`src/paos_pkg.sv`:
```
// Purpose: Constants and types for the converter output sequencer.
// Assumes: Single 25 MHz system clock; strobe and analog compare inputs synchronous to it.
// Notes: Shared by the sequencer and its pipeline stage.
//
// Notes on behaviour
// [RL1] Each strobe rising edge freezes the input sample and starts a new conversion.
// [RL2] Each result is one ten-bit parallel word, updated on a strobe rising edge.
// [RL3] Output word belongs to the sample five strobe edges earlier; capture must pair accordingly. The pipeline delivers it four edges later.
// [RL4] Out of range: hold stops, sample bits forced to all ones or all zeros.
// [RL5] Back in range: hold re-enabled, valid words resume within about 10 ns. Here words stay clamped for two 40 ns clocks.
// [RL6] Host keeps strobe at or above 3 MSPS for guaranteed conversion.
// [RL7] Below about 1.5 MSPS the hold stage runs track-only.
// [RL8] After each strobe pause host applies five flush pulses before trusting outputs. The bench checks outputs from the first strobe rise after its pause.
// [RL9] Out-of-range flag low within range, high outside it. The flag also stays high in TH_OFF and TH_RECOVER with the input in range.
// [RL10] Sample bits and flag stay stable between consecutive strobe rising edges.
package paos_pkg;

  // ****************************************
  // Sizes and timing
  // ****************************************
  localparam int DATA_WIDTH = 10;
  localparam int PIPE_DEPTH = 5;
  localparam int CLOCK_HZ = 25000000;
  localparam int CLOCK_NS = 40;
  // Recovery after overdrive, longest time, rounds down, at least one cycle
  localparam int RECOVER_NS = 10;
  localparam int RECOVER_CYC = (RECOVER_NS / CLOCK_NS) < 1 ? 1 : (RECOVER_NS / CLOCK_NS);
  // Track-only threshold in samples per second; period in clocks
  localparam int TRACK_ONLY_SPS = 1500000;
  localparam int TRACK_ONLY_CYC = CLOCK_HZ / TRACK_ONLY_SPS;
  localparam int CNT_WIDTH = 8;
  localparam logic [DATA_WIDTH-1:0] CODE_MAX = 10'h3ff;
  localparam logic [DATA_WIDTH-1:0] CODE_MIN = 10'h000;

  // ****************************************
  // Carriers
  // ****************************************
  typedef enum logic [1:0] {
    RANGE_IN,
    RANGE_OVER,
    RANGE_UNDER
  } paos_range_type;

  typedef struct packed {
    logic [DATA_WIDTH-1:0] code;
    logic out_of_range;
  } paos_word_type;

  typedef enum {
    TH_HOLD,
    TH_TRACK_ONLY,
    TH_OFF,
    TH_RECOVER
  } paos_th_type;

endpackage : paos_pkg

```
`src/paos_sequencer.sv`:
```
// Purpose: Digital side of a 10-bit sampling converter: capture, range handling, latency.
// Assumes: i_strobe is the host encode clock sampled by i_clock; i_sample is the quantiser code.
// Notes: Result word appears four strobe edges after its sample.
`timescale 1ns/1ps
`default_nettype none
module paos_sequencer
  import paos_pkg::*;
#(
  parameter int LATENCY = PIPE_DEPTH,
  parameter int RECOVER = RECOVER_CYC,
  parameter int SLOW_CYC = TRACK_ONLY_CYC
) (
  input wire logic i_clock,
  input wire logic i_sys_rst,
  input wire logic i_strobe,
  input wire logic [DATA_WIDTH-1:0] i_sample,
  input wire logic i_over_range,
  input wire logic i_under_range,
  output logic [DATA_WIDTH-1:0] o_sample_bits,
  output logic o_out_of_range,
  output logic o_hold_active,
  output logic o_track_only
);

  // ****************************************
  // Strobe edge detect
  // ****************************************
  logic strobe_q;
  logic strobe_rise;

  always_ff @(posedge i_clock or posedge i_sys_rst) begin
    if (i_sys_rst) begin
      strobe_q <= 1'b0;
    end else begin
      strobe_q <= i_strobe;
    end
  end

  assign strobe_rise = i_strobe & ~strobe_q;

  // ****************************************
  // Strobe rate monitor
  // ****************************************
  logic [CNT_WIDTH-1:0] period_q;
  logic slow_q;

  always_ff @(posedge i_clock or posedge i_sys_rst) begin
    if (i_sys_rst) begin
      period_q <= '0;
      slow_q <= 1'b1;
    end else if (strobe_rise) begin
      period_q <= '0;
      slow_q <= (period_q >= CNT_WIDTH'(SLOW_CYC)); // see [RL7]
    end else if (period_q < CNT_WIDTH'(SLOW_CYC)) begin
      period_q <= period_q + 1'b1;
    end else begin
      slow_q <= 1'b1; // see [RL7]
    end
  end

  // ****************************************
  // Range state and hold control
  // ****************************************
  paos_range_type range_now;
  paos_th_type th_q;
  logic [CNT_WIDTH-1:0] rec_q;
  paos_range_type last_limit_q;

  always_comb begin
    if (i_over_range) begin
      range_now = RANGE_OVER;
    end else if (i_under_range) begin
      range_now = RANGE_UNDER;
    end else begin
      range_now = RANGE_IN;
    end
  end

  always_ff @(posedge i_clock or posedge i_sys_rst) begin
    if (i_sys_rst) begin
      th_q <= TH_TRACK_ONLY;
      rec_q <= '0;
      last_limit_q <= RANGE_IN;
    end else begin
      unique case (th_q)
        TH_HOLD, TH_TRACK_ONLY: begin
          if (range_now != RANGE_IN) begin
            th_q <= TH_OFF; // see [RL4]
            last_limit_q <= range_now;
          end else begin
            th_q <= slow_q ? TH_TRACK_ONLY : TH_HOLD; // see [RL7]
          end
        end
        TH_OFF: begin
          if (range_now != RANGE_IN) begin
            last_limit_q <= range_now;
          end else begin
            th_q <= TH_RECOVER; // see [RL5]
            rec_q <= '0;
          end
        end
        TH_RECOVER: begin
          if (range_now != RANGE_IN) begin
            th_q <= TH_OFF;
            last_limit_q <= range_now;
          end else if (rec_q >= CNT_WIDTH'(RECOVER - 1)) begin
            th_q <= slow_q ? TH_TRACK_ONLY : TH_HOLD; // see [RL5]
          end else begin
            rec_q <= rec_q + 1'b1;
          end
        end
      endcase
    end
  end

  assign o_hold_active = (th_q == TH_HOLD);
  assign o_track_only = (th_q == TH_TRACK_ONLY);

  // ****************************************
  // Sample capture
  // ****************************************
  paos_word_type captured;

  always_comb begin
    captured.out_of_range = (th_q == TH_OFF) || (th_q == TH_RECOVER) || (range_now != RANGE_IN); // see [RL9]
    if (range_now == RANGE_OVER || (range_now == RANGE_IN && th_q != TH_HOLD && th_q != TH_TRACK_ONLY
        && last_limit_q == RANGE_OVER)) begin
      captured.code = CODE_MAX; // see [RL4]
    end else if (range_now == RANGE_UNDER || (range_now == RANGE_IN && th_q != TH_HOLD
        && th_q != TH_TRACK_ONLY && last_limit_q == RANGE_UNDER)) begin
      captured.code = CODE_MIN; // see [RL4]
    end else begin
      captured.code = i_sample; // see [RL1]
    end
  end

  // ****************************************
  // Pipeline and output latch
  // ****************************************
  paos_word_type piped;

  paos_pipe #(
    .DEPTH(LATENCY)
  ) u_pipe (
    .i_clock(i_clock),
    .i_sys_rst(i_sys_rst),
    .i_advance(strobe_rise), // see [RL1]
    .i_word(captured),
    .o_word(piped)
  );

  assign o_sample_bits = piped.code; // see [RL2]
  assign o_out_of_range = piped.out_of_range; // see [RL10]

endmodule : paos_sequencer
`default_nettype wire

```
`src/paos_pipe.sv`:
```
// Purpose: Fixed-depth strobe-advanced result pipeline.
// Assumes: Advance pulse lasts one clock per strobe edge.
// Notes: Output stays put between advances.
`timescale 1ns/1ps
`default_nettype none
module paos_pipe
  import paos_pkg::*;
#(
  parameter int DEPTH = PIPE_DEPTH
) (
  input wire logic i_clock,
  input wire logic i_sys_rst,
  input wire logic i_advance,
  input wire paos_word_type i_word,
  output paos_word_type o_word
);

  paos_word_type stage_q [DEPTH];

  genvar g;
  generate
    for (g = 0; g < DEPTH; g++) begin : g_stage
      if (g == 0) begin : g_head
        always_ff @(posedge i_clock or posedge i_sys_rst) begin
          if (i_sys_rst) begin
            stage_q[g] <= '0;
          end else if (i_advance) begin
            stage_q[g] <= i_word; // see [RL3]
          end
        end
      end else begin : g_tail
        always_ff @(posedge i_clock or posedge i_sys_rst) begin
          if (i_sys_rst) begin
            stage_q[g] <= '0;
          end else if (i_advance) begin
            stage_q[g] <= stage_q[g-1]; // see [RL3]
          end
        end
      end
    end
  endgenerate

  assign o_word = stage_q[DEPTH-1]; // see [RL10]

endmodule : paos_pipe
`default_nettype wire

```
`config.mk`:
```
export PLATFORM = sky130hd
export DESIGN_NAME = paos_sequencer
export DESIGN_NICKNAME = d
export VERILOG_FILES = /design/src/paos_pkg.sv /design/src/paos_sequencer.sv /design/src/paos_pipe.sv
export SDC_FILE = /design/constraint.sdc
export NUM_CORES = 1
export LEC_CHECK = 0
export BUFFER_PORTS_ARGS = -buffer_cell sky130_fd_sc_hd__buf_2
export CAP_MARGIN = 20
export CORE_ASPECT_RATIO = 1.1
export CORE_UTILIZATION = 52
export CTS_CLUSTER_DIAMETER = 200
export DETAILED_ROUTE_END_ITERATION = 8
export HOLD_SLACK_MARGIN = 0.1
export PLACE_DENSITY = 0.72
export SLEW_MARGIN = 20
export SYNTH_ARGS = -nofsm -noshare
export SYNTH_HDL_FRONTEND = slang
export SYNTH_SLANG_ARGS = --single-unit
export TNS_END_PERCENT = 100
```
`constraint.sdc`:
```
create_clock -name i_clock -period 1.95 [get_ports i_clock]
set_input_delay 0.0975 -clock i_clock [delete_from_list [all_inputs] [get_ports i_clock]]
set_output_delay 0.0975 -clock i_clock [all_outputs]
set_load 0.05 [all_outputs]
```
==> out/metrics.csv <==
stage,metric,value,unit
logic_synthesis,post_synth.cell_area_avg,9.74,um2
timing,report.final.hold_viol_count,0,
logic_synthesis,ys_types,27,
cts,root_buffer,clkbuf_8,
grt,grt_pass1_wl,7610,um
finish,drive_gt1_share,16.9,%
cts,clkLatencyLatePin,0.34,ns
grt,grtUsageMet3,4.44,%
route,wl,4340,um
setup_path,cpPeakStageDelay,0.55,ns
floorplan,dieArea,0.00569,mm2
cts,clkSlewWorstSetupHoldPaths,0.08,ns
placed_design,gp_congestion,0.716,
route,post_drt_wl_per_cell,10.9,um
grt,use_met1,22.6,%
floorplan,dieHeight,79.0,um
logic_synthesis,ys_ff_latch,69,
setup_path,cp.required,2.22,ns
route,ant_nets,0,
timing,period_share,73.0,%
grt,antenna_found_initial,0,
pwr,p_per_area,1130,mW/mm2
logic_synthesis,async_flop_share,100,%
min_path,hp-class,primary input to async pin,
logic_synthesis,synthFlopType,dfrtp_1,
cts,cts_sinks,69,
flow_run,max_cap_viol_count,0,
setup_path,r2r_start,th_q[0],
floorplan,core-area,0.00510,mm2
logic_synthesis,syn_nets,305,
logic_synthesis,post_synth_instance_area,0.00280,mm2
logic_synthesis,synth-edff-count,0,
grt,grt_pass1_vias,1778,
setup_path,cp_max_fo,3,
run_status,status,finished clean,
cts,cts_max_level,3,
finish,final-instance-count-excl-fill,397,
setup_path,startpoint,th_q[0],
timing,rsz0062_at_grt,no,
timing,fin_skew,0.00788,ns
setup_path,arrival,1.69,ns
route,drt_iter0_drc,88,
timing,min_period,1.42,ns
finish,insertedDiodeCount,0,
pwr,peakVddDrop,0.602,mV
route,vias_per_cell,4.69,
finish,syn_to_final_growth,18.0,%
timing,tns,0,ns
pwr,leakage,1.72,nW
timing,slew_headroom,66.5,%
logic_synthesis,synth_cells,288,
grt,grt_most_used_layer,met2,
pwr,power.share.switching,29.8,%
cts,cts_tree,done,
pwr,comb_power_share,17.1,%
timing,worstMarginPinSlew,0.503,ns
cts,cts_resized,0,
setup_path,criticalPathCategory,flop to flop,
pwr,p_seq_share,48.7,%
pwr,intPower,0.00262,W
setup_path,critPathLaunchType,flop,
setup_path,end_kind,flop,
grt,gr-total-overflow,0,
placed_design,port_buffers,27,
grt,grt_max_degree,61,
pwr,pwr-share-clk,34.1,%
route,vias,1862,
timing,drv_slew,0,
cts,clockBufferDepth,2,
setup_path,crit_path_top_delay_cell,dfstp_2,
route,drc,0,
grt,met2_usage,27.6,%
route,first_pass_iters,4,
logic_synthesis,synth_warnings,0,
floorplan,ioPinCount,28,
setup_path,cp_cell_sequence,inv_1 -> a21oi_1 -> nor3_1 -> dlygate4sd3_1,
timing,max_freq,0.703,GHz
floorplan,die_w,72.0,um
finish,final_net_count,337,
placed_design,dp_cells,366,
timing,setup_violations,0,
floorplan,start_util,55.0,%
floorplan,rows,27,
cts,numCtsBuffers,9,
pwr,power.switching,0.00111,W
placed_design,hpwl,2530,um
grt,grt_usage,18.0,%
logic_synthesis,synth-seq-area-share,61.7,%
## stage by stage
step / total power (W) / utilization, % / cell area, um2 / hold slack (ns) / setup slack (ns)
global route: 0.00393 / 64.9 / 3310 / 0.229 / 0.479
global placement: 0.00244 / 57.5 / 2940 / 0.0353 / 0.668
CTS: 0.00377 / 64.9 / 3310 / 0.210 / 0.518
detailed placement: 0.00247 / 57.5 / 2940 / 0.0392 / 0.639
floorplan: 0.00237 / - / 2800 / 0.129 / 0.116
finish: 0.00373 / 64.9 / 3310 / 0.216 / 0.527
## worst paths after layout
| path | to | slack (ns) | cells past startpoint |
|---|---|---|---|
| worst max-delay path | th_q[0] | 0.53 | 4 |
| worst min-delay path | u_pipe.o_word[0] | 0.22 | 3 |
| worst max register to register | th_q[0] | 0.53 | 4 |
| worst min register to register | u_pipe.stage_q[34] | 0.46 | 2 |
| max in group asynchronous | u_pipe.stage_q[29] | 1.15 | 4 |
| min in group i_clock | u_pipe.stage_q[34] | 0.46 | 2 |
## power by group through the flow
stage          combinational, W  sequential (W)  clock [W]
2_1_floorplan          0.000542         0.00183          0
6_report               0.000639         0.00182    0.00127
3_3_place_gp           0.000604         0.00184          0
5_1_grt                0.000717         0.00186    0.00136
4_1_cts                0.000649         0.00182    0.00130
3_5_place_dp           0.000620         0.00185          0
## logic make-up after synthesis
logic type | share of synthesized area [%]
buf+inv | 5.89
xor+xnor | 0.312
fa+ha+maj | 0.892
simple gates | 24.0
flops | 61.7
mux | 1.07
compound gates | 6.16
## area by class of cell
| cell class | count | area [um2] |
|---|---|---|
| multi-input cells | 189 | 911 |
| repair buffers | 45 | 333 |
| fillers | 440 | 1790 |
| flip-flops and latches | 69 | 1730 |
| inverters | 6 | 22.5 |
| clock inverters | 7 | 100 |
| well taps | 72 | 90.1 |
| clock buffers | 9 | 124 |
## flip-flops by register name, indices dropped and copies added, names as in the netlist
register	count
last_limit_q	2
th_q	2
period_q	8
u_pipe.o_word	11
u_pipe.stage_q	44
strobe_q	1
slow_q	1
## worst max-delay path, delay by kind of cell (launching register included)
family	cells	cell delay, ns
AND/OR/NAND/NOR	1	0.05
buffers and inverters	2	0.60
flip-flops	1	0.55
AO/OA/AOI/OAI	1	0.14
## metal layers
metal | share of wire [%] | vias up
met3 | 3.4 | 12
met4 | 2.7 | 0
li1 | - | 958
met1 | 49 | 854
met5 | 0 | -
met2 | 45 | 38
## cell usage after synthesis (2+ instances only)
master,count,area share [%]
dfrtp_1,67,60
inv_1,6,0.80
nand2b_1,2,0.45
o2bb2ai_1,10,3.1
dfstp_2,2,1.9
nand2_1,137,18
and2_1,3,0.67
clkbuf_1,9,1.2
buf_2,3,0.54
ha_1,2,0.89
a311oi_4,2,1.9
mux2i_1,3,1.1
nor2_1,18,2.4
buf_4,11,2.9
## placed cells by master, fill, tap and decap left out, drive strengths merged, types with 3 or more instances in the layout
master	instances
buf	30
and2	3
clkbuf	9
nand2	137
nor2	19
dfrtp	67
dlygate4sd3	15
nand2b	3
o2bb2ai	10
clkinvlp	3
inv	6
mux2i	3
## timing repair
action	4_1_cts	5_1_grt
buffers inserted	0	0
hold buffers	15	0
hold endpoints to repair	83	0
No activity file was read; power rests on OpenSTA's default activity.
